### src/common/ovp_supervisor_pkg.sv
/*
 * Constants for the converter supply and overvoltage supervisor: threshold
 * figures (for reference), overvoltage cycle counts and minimum delay.
 * Assumes a 50 MHz system clock.
 */
package ovp_supervisor_pkg;
    // system clock
    localparam int CLOCK_HZ         = 50_000_000;
    // supply thresholds in millivolts, resolved by external comparators
    localparam int START_MV         = 19100;
    localparam int HV_HYST_MV       = 700;
    localparam int STOP_MV          = 13200;
    localparam int RESET_MV         = 3500;
    localparam int LOW_MV           = 14000;
    localparam int LOW_HYST_MV      = 900;
    localparam int REG_ON_MV        = 11000;
    localparam int REG_UV_MV        = 9000;
    localparam int HS_UV_MV         = 7000;
    localparam int BOOST_UV_MV      = 1600;
    localparam int BOOST_START_MV   = 2300;
    localparam int OVP_MV           = 3500;
    // overvoltage delay in switching cycles
    localparam int OVP_CYCLES       = 11;
    localparam int OVP_CYCLES_MIN   = 10;
    localparam int OVP_CYCLES_MAX   = 12;
    // minimum overvoltage delay in microseconds
    localparam int OVP_MIN_US       = 75;
    localparam int OVP_MAX_US       = 90;
    localparam int OVP_MIN_CLKS     =
        (OVP_MIN_US * (CLOCK_HZ / 1_000_000));
    // supervisor states
    typedef enum logic [2:0] {
        ST_OFF, ST_CHARGE, ST_WAIT_REG, ST_WAIT_BOOST, ST_RUN, ST_PROTECT
    } sup_state_t;
endpackage

### src/hw/ovp_supervisor.sv
/*
 * Supply and overvoltage supervisor for a half-bridge resonant stage.
 * Reads comparator levels (asynchronous, synchronised here), the switching
 * cycle strobe and the low-side conduction level from the gate logic, and
 * drives switching enables, the high-voltage start-up source and resets.
 * Assumes comparators carry their own hysteresis only where stated below.
 */
`timescale 1ns/10ps

// Function
// - operation enabled only after main supply reaches the start level
// - high-voltage source toggles between start level and 0.7 V below it
// - converter stops once main supply drops under the stop level
// - main supply at reset level forces a full system reset
// - burst idle with main supply at low level switches source on
// - burst idle backup regulates supply within 0.9 V above low level
// - no half-bridge switching until regulated supply reaches regulation
// - regulated supply undervoltage stops all operation
// - bootstrap undervoltage stops the high-side driver
// - boost undervoltage halts switching while low side conducts
// - boost above start level starts or restarts switching
// - overvoltage after delay stops switching, latches or restarts safely
// - count overvoltage cycles, trigger at nominal count eleven
// - effective delay may be ten to twelve cycles
// - minimum delay in time of 75 to 90 microseconds
// - sense pin also selects burst repetition frequency setting
// - steady external overvoltage level trips with same delay
// - latched protection held until main supply or mains falls
module ovp_supervisor #(
    parameter int OVP_COUNT = ovp_supervisor_pkg::OVP_CYCLES,
    parameter int MIN_CLKS  = ovp_supervisor_pkg::OVP_MIN_CLKS
) (
    // clock and reset
    input  wire logic CLOCK,
    input  wire logic SYS_RST,
    // main supply comparators, high when above the level
    input  wire logic MAIN_ABOVE_START,
    input  wire logic MAIN_ABOVE_HV_LOW,
    input  wire logic MAIN_ABOVE_STOP,
    input  wire logic MAIN_ABOVE_LOW,
    input  wire logic MAIN_ABOVE_LOW_HYST,
    input  wire logic MAIN_ABOVE_RESET,
    // regulated and bootstrap supply comparators
    input  wire logic REG_ABOVE_ON,
    input  wire logic REG_ABOVE_UV,
    input  wire logic HS_ABOVE_UV,
    // boost sense comparators
    input  wire logic BOOST_ABOVE_UV,
    input  wire logic BOOST_ABOVE_START,
    // output sense comparator and mains sense
    input  wire logic OUT_ABOVE_OVP,
    input  wire logic MAINS_OK,
    // switching timing and mode inputs
    input  wire logic CYCLE_STROBE,
    input  wire logic LOW_SIDE_ON,
    input  wire logic BURST_IDLE,
    input  wire logic SAFE_RESTART_MODE,
    // outputs
    output logic      SYSTEM_RESET,
    output logic      CONTROLLER_ENABLE,
    output logic      HV_SOURCE_ON,
    output logic      SWITCH_ENABLE,
    output logic      HIGH_SIDE_ENABLE,
    output logic      OVP_LATCHED,
    output logic      SAMPLE_SETTING
);
    localparam int NIN = 17;
    localparam int CW  = $clog2(OVP_COUNT + 1);
    localparam int TW  = $clog2(MIN_CLKS + 1);

    logic [NIN-1:0] sync_a;
    logic [NIN-1:0] sync_b;
    logic main_start, main_hv_low, main_stop, main_low, main_low_hyst;
    logic main_rst, reg_on, reg_uv, hs_uv, boost_uv, boost_start;
    logic out_ovp, mains_ok, cyc, ls_on, burst_idle, safe_mode;
    logic cyc_d;
    logic cyc_pulse;
    logic cycle_ovp;
    logic [CW-1:0] ovp_count;
    logic [TW-1:0] ovp_timer;
    logic ovp_trip;
    logic restart_hold;
    ovp_supervisor_pkg::sup_state_t state;

    // two-flop synchroniser for every asynchronous input
    always_ff @(posedge CLOCK) begin
        if (SYS_RST) begin
            sync_a <= '0;
            sync_b <= '0;
        end else begin
            sync_a <= {MAIN_ABOVE_START, MAIN_ABOVE_HV_LOW, MAIN_ABOVE_STOP,
                       MAIN_ABOVE_LOW, MAIN_ABOVE_LOW_HYST, MAIN_ABOVE_RESET,
                       REG_ABOVE_ON, REG_ABOVE_UV, HS_ABOVE_UV,
                       BOOST_ABOVE_UV, BOOST_ABOVE_START, OUT_ABOVE_OVP,
                       MAINS_OK, CYCLE_STROBE, LOW_SIDE_ON, BURST_IDLE,
                       SAFE_RESTART_MODE};
            sync_b <= sync_a;
        end
    end

    // name the synchronised levels
    assign {main_start, main_hv_low, main_stop, main_low, main_low_hyst,
            main_rst, reg_on, reg_uv, hs_uv, boost_uv, boost_start,
            out_ovp, mains_ok, cyc, ls_on, burst_idle, safe_mode} = sync_b;

    // rising edge of the switching cycle strobe
    always_ff @(posedge CLOCK) begin
        if (SYS_RST) begin
            cyc_d <= 1'b0;
        end else begin
            cyc_d <= cyc;
        end
    end
    assign cyc_pulse = cyc & ~cyc_d;

    // overvoltage seen anywhere inside the current cycle; pulsed or steady
    always_ff @(posedge CLOCK) begin
        if (SYS_RST || cyc_pulse) begin
            cycle_ovp <= 1'b0;
        end else if (out_ovp) begin
            cycle_ovp <= 1'b1;
        end
    end

    // count overvoltage cycles; clean cycle or stopped switching clears
    always_ff @(posedge CLOCK) begin
        if (SYS_RST || !SWITCH_ENABLE) begin
            ovp_count <= '0;
        end else if (cyc_pulse) begin
            if (!(cycle_ovp || out_ovp)) begin
                ovp_count <= '0;
            end else if (ovp_count != CW'(OVP_COUNT)) begin
                ovp_count <= ovp_count + 1'b1;
            end
        end
    end

    // minimum delay timer runs while overvoltage persists
    always_ff @(posedge CLOCK) begin
        if (SYS_RST || !SWITCH_ENABLE || ovp_count == '0) begin
            ovp_timer <= '0;
        end else if (ovp_timer != TW'(MIN_CLKS)) begin
            ovp_timer <= ovp_timer + 1'b1;
        end
    end

    // trip once the cycle count and the minimum time are met while overvoltage is present
    assign ovp_trip = (ovp_count == CW'(OVP_COUNT)) &&
                      (ovp_timer == TW'(MIN_CLKS)) && out_ovp;

    // protection and supervisor sequence
    always_ff @(posedge CLOCK) begin
        if (SYS_RST || !main_rst) begin
            state        <= ovp_supervisor_pkg::ST_OFF;
            restart_hold <= 1'b0;
        end else begin
            case (state)
                ovp_supervisor_pkg::ST_OFF: begin
                    state <= ovp_supervisor_pkg::ST_CHARGE;
                end
                ovp_supervisor_pkg::ST_CHARGE: begin
                    if (main_start) begin
                        state <= ovp_supervisor_pkg::ST_WAIT_REG;
                    end
                end
                ovp_supervisor_pkg::ST_WAIT_REG: begin
                    if (!main_stop || !reg_uv) begin
                        state <= ovp_supervisor_pkg::ST_CHARGE;
                    end else if (reg_on) begin
                        state <= ovp_supervisor_pkg::ST_WAIT_BOOST;
                    end
                end
                ovp_supervisor_pkg::ST_WAIT_BOOST: begin
                    if (!main_stop || !reg_uv) begin
                        state <= ovp_supervisor_pkg::ST_CHARGE;
                    end else if (boost_start) begin
                        state <= ovp_supervisor_pkg::ST_RUN;
                    end
                end
                ovp_supervisor_pkg::ST_RUN: begin
                    if (!main_stop || !reg_uv) begin
                        state <= ovp_supervisor_pkg::ST_CHARGE;
                    end else if (ovp_trip) begin
                        state        <= ovp_supervisor_pkg::ST_PROTECT;
                        restart_hold <= safe_mode;
                    end else if (!boost_uv && ls_on) begin
                        state <= ovp_supervisor_pkg::ST_WAIT_BOOST;
                    end
                end
                ovp_supervisor_pkg::ST_PROTECT: begin
                    // safe restart recharges at once; latch waits for a fall
                    if (restart_hold || !main_stop || !mains_ok) begin
                        state <= ovp_supervisor_pkg::ST_CHARGE;
                    end
                end
                default: begin
                    state <= ovp_supervisor_pkg::ST_OFF;
                end
            endcase
        end
    end

    // high-voltage source: start-up hysteresis and burst-idle backup
    always_ff @(posedge CLOCK) begin
        if (SYS_RST || !main_rst) begin
            HV_SOURCE_ON <= 1'b0;
        end else if (state == ovp_supervisor_pkg::ST_CHARGE ||
                     state == ovp_supervisor_pkg::ST_OFF) begin
            if (main_start) begin
                HV_SOURCE_ON <= 1'b0;
            end else if (!main_hv_low) begin
                HV_SOURCE_ON <= 1'b1;
            end
        end else if (state == ovp_supervisor_pkg::ST_RUN && burst_idle) begin
            if (!main_low) begin
                HV_SOURCE_ON <= 1'b1;
            end else if (main_low_hyst) begin
                HV_SOURCE_ON <= 1'b0;
            end
        end else begin
            HV_SOURCE_ON <= 1'b0;
        end
    end

    // registered outputs
    always_ff @(posedge CLOCK) begin
        if (SYS_RST) begin
            SYSTEM_RESET      <= 1'b1;
            CONTROLLER_ENABLE <= 1'b0;
            SWITCH_ENABLE     <= 1'b0;
            HIGH_SIDE_ENABLE  <= 1'b0;
            OVP_LATCHED       <= 1'b0;
            SAMPLE_SETTING    <= 1'b0;
        end else begin
            SYSTEM_RESET      <= !main_rst;
            CONTROLLER_ENABLE <= state != ovp_supervisor_pkg::ST_OFF &&
                                 state != ovp_supervisor_pkg::ST_CHARGE;
            SWITCH_ENABLE     <= state == ovp_supervisor_pkg::ST_RUN &&
                                 !ovp_trip && main_stop && reg_uv &&
                                 !(!boost_uv && ls_on);
            HIGH_SIDE_ENABLE  <= state == ovp_supervisor_pkg::ST_RUN &&
                                 !ovp_trip && hs_uv;
            OVP_LATCHED       <= state == ovp_supervisor_pkg::ST_PROTECT;
            SAMPLE_SETTING    <= state == ovp_supervisor_pkg::ST_WAIT_REG;
        end
    end
endmodule

### config.mk
export PLATFORM = sky130hd
export DESIGN_NAME = ovp_supervisor
export DESIGN_NICKNAME = d
export VERILOG_FILES = /design/src/common/ovp_supervisor_pkg.sv /design/src/hw/ovp_supervisor.sv
export SDC_FILE = /design/constraint.sdc
export NUM_CORES = 1
export LEC_CHECK = 0
export BUFFER_PORTS_ARGS = -buffer_cell sky130_fd_sc_hd__buf_2
export CAP_MARGIN = 20
export CELL_PAD_IN_SITES_DETAIL_PLACEMENT = 1
export CELL_PAD_IN_SITES_GLOBAL_PLACEMENT = 1
export CORE_MARGIN = 4
export CORE_UTILIZATION = 40
export CTS_CLUSTER_DIAMETER = 80
export DETAILED_ROUTE_END_ITERATION = 12
export PLACE_DENSITY_LB_ADDON = 0.1
export SLEW_MARGIN = 25
export SYNTH_ARGS = -nofsm -noshare
export SYNTH_HDL_FRONTEND = slang
export SYNTH_SLANG_ARGS = --single-unit
export TNS_END_PERCENT = 20
### constraint.sdc
create_clock -name CLOCK -period 1.5 [get_ports CLOCK]
set_clock_uncertainty 0.05 [all_clocks]
set_input_delay 0.075 -clock CLOCK [delete_from_list [all_inputs] [get_ports CLOCK]]
set_output_delay 0.075 -clock CLOCK [all_outputs]
set_load 0.1 [all_outputs]
; After elaboration in Yosys (flattened, before gate mapping)
; Index checks and enable logic that the tools add are counted.
[word_totals]
ff_bits = 63
in_bits = 19
output_inout_bits = 7
elab_cells = 90
[classes]
bitwise_logic = 3
addsub = 2
n_eq_ne = 18
mux = 18
reduce_logical = 34
[op_table]
columns = cell, count
row1 = $mux W3, 9
row2 = $pmux W3 S6, 1
row3 = $add A12 B1 Y12 const B, 1
row4 = $eq A12 B12 Y1 const B, 1
row5 = $ne A12 B12 Y1 const B, 1
row6 = $ne A4 B4 Y1 const B, 3
row7 = $logic_and A1 B1 Y1, 10
row8 = $logic_or A1 B1 Y1, 9
row9 = $ne A3 B3 Y1 const B, 3
row10 = $logic_not A1 Y1, 8
row11 = $mux W4, 2
row12 = $eq A3 B2 Y1 const B, 2
row13 = $eq A3 B3 Y1 const B, 2
row14 = $mux W1, 6
row15 = $reduce_and A5 Y1, 1
row16 = $add A4 B1 Y4 const B, 1
row17 = $eq A4 B4 Y1 const B, 1
row18 = $logic_not A4 Y1, 1
row19 = $ne A2 B2 Y1 const B, 2
row20 = $reduce_and A2 Y1, 2
row21 = $eq A3 B1 Y1 const B, 1
row22 = $logic_not A3 Y1, 1
row23 = $ne A3 B1 Y1 const B, 1
row24 = $reduce_and A3 Y1, 1
row25 = 4 further kinds, 5

; Longest topological paths before layout
; Gate-level depths: netlist of the first run.
[depth]
depth_word = 8
ltp_mapped = 7

; Worst setup path before layout of the first run
; Ideal clock, no wire load.
[synth_path]
kind = register -> register
from = register SWITCH_ENABLE
to = register ovp_timer[10]
path_slack_ns = -0.197
period_less_slack_ns = 1.697
arrival_time_ns = 1.577
stages_incl_launch_ff = 5
path_buffers = 1
path_cell_list = dfxtp_1 nand2b_1 a21o_1 clkbuf_1 a21oi_1
[synth_between]
elab_chain_len = 3
[synth_lines]
columns = item, line_no
row1 = from (decl), ovp_supervisor.sv:62  ; output logic SWITCH_ENABLE,
row2 = from (signal assigned), ovp_supervisor.sv:238  ; SWITCH_ENABLE <= state == ovp_supervisor_pkg::ST_RUN &&
row3 = $logic_not A1 Y1, ovp_supervisor.sv:140  ; if (SYS_RST || !SWITCH_ENABLE || ovp_count == '0) begin
row4 = $logic_or A1 B1 Y1 (2 in a row), ovp_supervisor.sv:140
row5 = to (signal assigned), ovp_supervisor.sv:143  ; ovp_timer <= ovp_timer + 1'b1;
row6 = to (decl), ovp_supervisor.sv:80  ; logic [TW-1:0] ovp_timer;
; No other way between the ends.
; A chain may end at the register's enable or synchronous reset.

; Worst setup path after layout of the first run
[layout_path]
from = register ovp_timer[0]
to = register state[0]
[layout_between]
elab_chain_len = 6
[layout_lines]
columns = item, line_no
row1 = $eq A12 B12 Y1 *, ovp_supervisor.sv:149  ; (ovp_timer == TW'(MIN_CLKS)) && out_ovp;
row2 = $logic_and A1 B1 Y1 *, ovp_supervisor.sv:148  ; assign ovp_trip = (ovp_count == CW'(OVP_COUNT)) &&
row3 = $logic_and A1 B1 Y1 *, ovp_supervisor.sv:149
row4 = $mux W3, ovp_supervisor.sv:183  ; end else if (ovp_trip) begin
row5 = $mux W3, ovp_supervisor.sv:181  ; if (!main_stop || !reg_uv) begin
row6 = $pmux W3 S6, ovp_supervisor.sv:157  ; case (state)
row7 = to (signal assigned), ovp_supervisor.sv:159  ; state <= ovp_supervisor_pkg::ST_CHARGE;
row8 = to (signal assigned), ovp_supervisor.sv:182  ; state <= ovp_supervisor_pkg::ST_CHARGE;
row9 = to (signal assigned), ovp_supervisor.sv:184  ; state <= ovp_supervisor_pkg::ST_PROTECT;
row10 = to (decl), ovp_supervisor.sv:83  ; ovp_supervisor_pkg::sup_state_t state;
; Mark *: on every way between the ends. The rest lies on a longest branch, timed or not.

==> results of run 1 <==
[power breakdown]
group          switching [uW]  internal [uW]
clock                     698            937
combinational            66.6           89.6
sequential               15.7           1720
[through the flow]
step           hold WS, ns  setup TNS [ns]  cells
2_1_floorplan       0.1532         -0.2424    226
3_3_place_gp        0.2349         -0.4561    353
3_5_place_dp        0.2408         -0.9833    353
4_1_cts             0.3981         -0.4298    389
5_1_grt             0.4145          -1.054    390
6_report            0.3937         -0.3039    390
[area by class of cell]
| type | count | area share |
|---|---|---|
| clock inverter | 7 | 0.02966 |
| tap | 72 | 0.02773 |
| timing repair buffer | 84 | 0.1888 |
| multi-input combinational | 151 | 0.3197 |
| inverter | 4 | 0.004622 |
| clock buffer | 9 | 0.03814 |
| sequential | 63 | 0.3914 |
[worst paths after layout]
check / startpoint / to / cells past startpoint
max: ovp_timer[0]$_SDFFE_PP0P_ / state[0]$_SDFFE_PP0P_ / 7
min: sync_a[4]$_SDFF_PP0_ / sync_b[4]$_SDFF_PP0_ / 1
max reg2reg: ovp_timer[0]$_SDFFE_PP0P_ / state[0]$_SDFFE_PP0P_ / 7
min reg2reg: sync_a[4]$_SDFF_PP0_ / sync_b[4]$_SDFF_PP0_ / 1
[cells by family after synthesis]
| family | after synthesis |
|---|---|
| xor+xnor | 12 |
| flops | 63 |
| buf+inv | 12 |
| compound gates | 22 |
| mux | 2 |
| simple gates | 111 |
| fa+ha+maj | 4 |
[placed cells by master (no fill, tap or decap), types with 5 or more instances in the layout]
cell and count:
a21oi_1 6, buf_2 25, buf_4 41, clkbuf_8 9, dfxtp_1 57, dfxtp_2 5, dlygate4sd3_1 18, nand2_1 10
nor2_1 22, nor2b_1 39, xnor2_1 5, xor2_1 6
[critical path: stages (launching register included)]
cell	delay, ns
dfxtp_2	0.33
inv_2	0.07
ha_4	0.12
and4b_2	0.25
nand4_2	0.12
and3b_4	0.21
a2111o_1	0.29
a21oi_2	0.11
[repair_timing]
item                                    CTS  global route
gates resized for setup                   8            12
hold buffers                             18             0
endpoints found under the setup margin    8            15
setup buffers                             2             1
pin swaps                                 9             3
hold endpoints to repair                 21             0
[flip-flops by register name (all words and copies together), names as in the netlist]
name               flops
ovp_count              4
SAMPLE_SETTING         1
restart_hold           1
sync_b                17
HV_SOURCE_ON           1
SWITCH_ENABLE          1
sync_a                17
SYSTEM_RESET           1
OVP_LATCHED            1
cyc_d                  1
CONTROLLER_ENABLE      1
ovp_timer             12
cycle_ovp              1
state                  3
HIGH_SIDE_ENABLE       1
[layer usage]
| layer | up-vias | track usage | wire length (microns) |
|---|---|---|---|
| met5 | - | 0 | 0 |
| met3 | 9 | 0.03850 | 168 |
| li1 | 935 | - | - |
| met2 | 30 | 0.2936 | 2646 |
| met4 | 0 | 0.07018 | 85 |
| met1 | 861 | 0.2054 | 2454 |
==> impl_results.md, run 1 <==
* Final ANT Viol Nets at 0
* Crit Path Class: reg2reg
* Post-synthesis sequential area ratio at 0.5505
* Cell Area, Placed at 0.002759 sq mm
* Maximum VDD drop at 0.0006836 V
* Synth Area in Compound Gates at 0.06445
* Register Area at 0.001271 sq mm
* Mux contribution to synthesized area at 0.008738
* Most common cell in the netlist: dfxtp_1
* Initial Util at 0.4135
* Final net count at 336
* Tcrit/Tclk final at 1.077
* GRT Residual Overflow at 0
* FP Rows at 27
* Arrival time at the worst endpoint at 1.84 ns
* Final setup viols at 5
* Initial antenna violation count at 0
* Total of max-cap violations at 0
* CP Max Fanout at 4
* CTS max path bufs at 2
* Fill cells at 626
* Crit. End Element: flop
* Slew HR at 0.6732
* Area share of the largest cell type after synthesis at 0.5505
* Worst hold path type: reg2reg
* Vias/cell at 4.705
* Io pins at 26
* Residual DRC at 0
* Outcome: complete, but fails checks
* Worst setup margin at -0.1157 ns
* Via count at 1835
* EDFF count, synth at 0
* Largest family of logic cells by synthesized area: simple AND/OR/NAND/NOR gates
* P per Cell Area at 1085 mW/mm^2
* Buffers on Ports at 25
* H-tree levels at 3
* RSZ-0062 raised after global routing: true
* Worst-Margin Slew at 0.4936 ns
* R2r setup slk at -0.12 ns
* Post-Syn Instances at 226
* Tmin final at 1.616 ns
* Share of cells above drive strength 1 at 0.3396
* Total chip power at 3524 uW
* #FFs+latches synth at 63
* Initial DRC count at 52
* First-pass iteration count of the detailed router at 4
* Area Overhead vs Synth at 41.78%
* Clock latency at the later pin of the worst-skew pair at 0.33 ns
* Die span in y at 83.68 microns
* Average cell area after synthesis at 10.14 sq um
* Clock slew at reported path FFs at 0.08 ns
* Finished Cell Area at 0.003248 sq mm
* CORE AREA at 0.005540 sq mm
* Leakage power at 0.001347 uW
* Ys async rst share at 0
* Post-synthesis adder-cell area fraction at 0.02185
* Fin util at 0.5863
* Fmax at 618.9 MHz
* First-pass GRT wire length at 9418 microns
* Pin count of the biggest net entering global routing at 19
* Post-synth top area cell: dfxtp_1
* CP startpoint kind: flop
* CTS root buffer: clkbuf_8
* Die width at 83.68 microns
* Synth area leaders: dfxtp_1 (55%), nor2b_1 (11%), nor2_1 (3.9%)
* Multi-input combinational cell area at 0.001039 sq mm
* CTS tree: done
* CTS Buf Count at 9
* Slew Viols, Final at 0
* Synth top cells by count: dfxtp_1 (63), nor2b_1 (39), nor2_1 (24)
* N_diodes at 0
* Failing checks: setup timing
* Clock sinks at 63
* Tot GR Track Use at 0.1710
* Synthesis warning total at 0
* Area of the mapped netlist at 0.002291 sq mm
* Main flop type after synthesis: dfxtp_1
* Wirelength, routed at 5355 microns
* Place WS at -0.2424 ns
* Final hold viol count at 0
* Vias in the first global route at 2025
* Routed WL per cell at 13.73 microns
* Post-synthesis cell type count at 41
* Net count after synthesis at 249
* Routability Congestion at 0.7655
* Simple-gate portion of the synthesized area at 0.2873
* Post-Synth XOR/XNOR Area at 0.04588
* Full die area at 0.007002 sq mm
* CP required at 1.72 ns
* Final HPWL DP at 3596 microns
Note: power is estimated with default switching activity, not from simulation.
==> inputs of run 2 (changes only) <==
--- a/config.mk
+++ b/config.mk
@@ -10,7 +10,7 @@
 export CELL_PAD_IN_SITES_DETAIL_PLACEMENT = 1
 export CELL_PAD_IN_SITES_GLOBAL_PLACEMENT = 1
 export CORE_MARGIN = 4
-export CORE_UTILIZATION = 40
+export CORE_UTILIZATION = 44
 export CTS_CLUSTER_DIAMETER = 80
 export DETAILED_ROUTE_END_ITERATION = 12
 export PLACE_DENSITY_LB_ADDON = 0.1
==> constraint.sdc (replaced) <==
create_clock -name CLOCK -period 1.63 [get_ports CLOCK]
set_clock_uncertainty 0.05 [all_clocks]
set_input_delay 0.0815 -clock CLOCK [delete_from_list [all_inputs] [get_ports CLOCK]]
set_output_delay 0.0815 -clock CLOCK [all_outputs]
set_load 0.1 [all_outputs]
==> run 2 against run 1 <==
Compared with the run above: highest routed layer unchanged; design area decreased by 3.1%; largest power group unchanged; sequential share of layout area increased by 1.3 points; flip-flop and latch count unchanged; the flow still finishes with violations (setup timing).
==> impl_results.md, run 2 (synthesized netlist as in run 1, its figures left out) <==
* Worst hold path type: in2reg
* FF-to-FF Start: ovp_timer[0]$_SDFFE_PP0P_
* Clock latency at the later pin of the worst-skew pair at 0.35 ns
* Share of cells above drive strength 1 at 0.3137
* HP Start: SYS_RST
* Total of max-cap violations at 0
* Worst-Margin Slew at 0.4870 ns
* Cell Area, Placed at 0.002678 sq mm
* Tot GR Track Use at 0.2214
* Pin count of the biggest net entering global routing at 27
* CTS Buf Count at 9
* RSZ-0062 raised after global routing: true
* Arrival time at the worst endpoint at 1.83 ns
* CORE AREA at 0.004880 sq mm
* Final net count at 324
* Finished Cell Area at 0.003147 sq mm
* Vias in the first global route at 2114
* Most frequent cells in the layout: dfxtp_1 (56), nor2b_1 (39), buf_4 (30), buf_2 (25), nor2_1 (23)
* Initial antenna violation count at 0
* Io pins at 26
* Die width at 80.16 microns
* Final ANT Viol Nets at 0
* Reg-to-reg endpoint: SWITCH_ENABLE$_SDFF_PP0_
* Tmin final at 1.650 ns
* Hold slack at 0.1566 ns
* Residual DRC at 0
* Area Overhead vs Synth at 37.36%
* Clock slew at reported path FFs at 0.09 ns
* P per Cell Area at 986.1 mW/mm^2
* Tcrit/Tclk final at 1.012
* FP Rows at 25
* Fin cells at 373
* First-pass GRT wire length at 10420 microns
* Register-to-Register Path Depth at 8
* CP startpoint kind: flop
* DP Cell Count at 338
* Vias/cell at 4.928
* Worst hold path depth at 3
* Maximum VDD drop at 0.0007930 V
* Fmax at 605.9 MHz
* Full die area at 0.006425 sq mm
* CTS root buffer: clkbuf_8
* Routed WL per cell at 16.43 microns
* Die span in y at 80.16 microns
* First-pass iteration count of the detailed router at 4
* CTS tree: done
* Worst setup margin at -0.02031 ns
* CP required at 1.81 ns
* Slew HR at 0.6776
* Routability Congestion at 0.7510
* Crit. End Element: flop
* Outcome: complete, but fails checks
* CP Max Fanout at 4
* Via count at 1838
* N_diodes at 0
* Hold endpoint: sync_b[6]$_SDFF_PP0_
* Final setup viols at 2
* Leakage power at 0.001268 uW
* Fill cells at 542
* Registers with the most flip-flops: sync_a (17), sync_b (17), ovp_timer (12)
* Initial DRC count at 65
* Place WS at -0.1131 ns
* CTS max path bufs at 2
* Wirelength, routed at 6128 microns
* Most common cell after layout, fill and taps aside: dfxtp_1
* Sum of negative setup slack at -0.03422 ns
* GRT Residual Overflow at 0
* Slew Viols, Final at 0
* Final hold viol count at 0
* Crit Path Class: reg2reg
* Failing checks: setup timing
* R2r setup slk at -0.02 ns
* Final HPWL DP at 3440 microns
* Clock sinks at 63
* Initial Util at 0.4695
* H-tree levels at 3
* Buffers on Ports at 25
-- run 2: layer usage --
layer | GRT usage | up-vias | wire length, microns | share of wire
li1 | - | 911 | - | -
met1 | 0.2446 | 868 | 2620 | 0.43
met2 | 0.3758 | 41 | 3024 | 0.49
met3 | 0.08184 | 18 | 268 | 0.044
met4 | 0.1014 | 0 | 213 | 0.035
met5 | 0 | - | 0 | 0
-- run 2: where the power goes --
group | switching, uW | internal [uW] | leakage, uW | total (uW)
logic | 69.5 | 79.4 | 0.000660 | 149
registers | 17.9 | 1580 | 0.000519 | 1600
clock network | 642 | 713 | 0.0000891 | 1360
total | 730 | 2370 | 0.00127 | 3100
-- run 2: how the worst max path moves through the flow --
| stage | to | cells past startpoint | slack, ns | startpoint |
|---|---|---|---|---|
| 2_1_floorplan | state[0]$_SDFFE_PP0P_ | 7 | -0.02 | ovp_timer[0]$_SDFFE_PP0P_ |
| 3_3_place_gp | state[0]$_SDFFE_PP0P_ | 7 | -0.05 | ovp_timer[0]$_SDFFE_PP0P_ |
| 3_5_place_dp | state[0]$_SDFFE_PP0P_ | 7 | -0.11 | ovp_timer[0]$_SDFFE_PP0P_ |
| 4_1_cts | ovp_timer[10]$_SDFFE_PP0P_ | 7 | 0.0004 | ovp_timer[1]$_SDFFE_PP0P_ |
| 5_1_grt | state[0]$_SDFFE_PP0P_ | 7 | -0.09 | ovp_timer[0]$_SDFFE_PP0P_ |
| 6_report | SWITCH_ENABLE$_SDFF_PP0_ | 8 | -0.02 | ovp_timer[0]$_SDFFE_PP0P_ |
-- run 2: critical path, cell delays in order, from the launching register on --
cell and delay (ns):
dfxtp_4 0.36, inv_2 0.06, ha_1 0.13, and4b_2 0.27, nand4_4 0.09, and3b_4 0.20
buf_4 0.13, buf_4 0.12, nor2b_1 0.11
-- run 2: final cells by class --
class,instances,area [sq um],share of cell area
clock inverters,6,70.07,0.02227
inverters,4,15.01,0.004771
multi-input cells,151,1057,0.3360
well taps,67,83.83,0.02664
clock buffers,10,127.6,0.04056
flip-flops and latches,63,1272,0.4044
repair buffers,72,520.5,0.1654
-- run 2: timing repair --
item,CTS,global route
setup buffers,1,1
setup endpoints to repair,4,8
hold buffers,17,0
gates resized for setup,2,23
endpoints found under the hold margin,17,0
pin swaps,5,7
-- run 2: stage by stage --
step / util / total power [uW]
final: 0.6449 / 3103
after global routing: 0.6449 / 3233
after CTS: 0.6259 / 3101
after detailed placement: 0.5487 / 1738
after global placement: 0.5487 / 1731
after floorplan: - / 1693
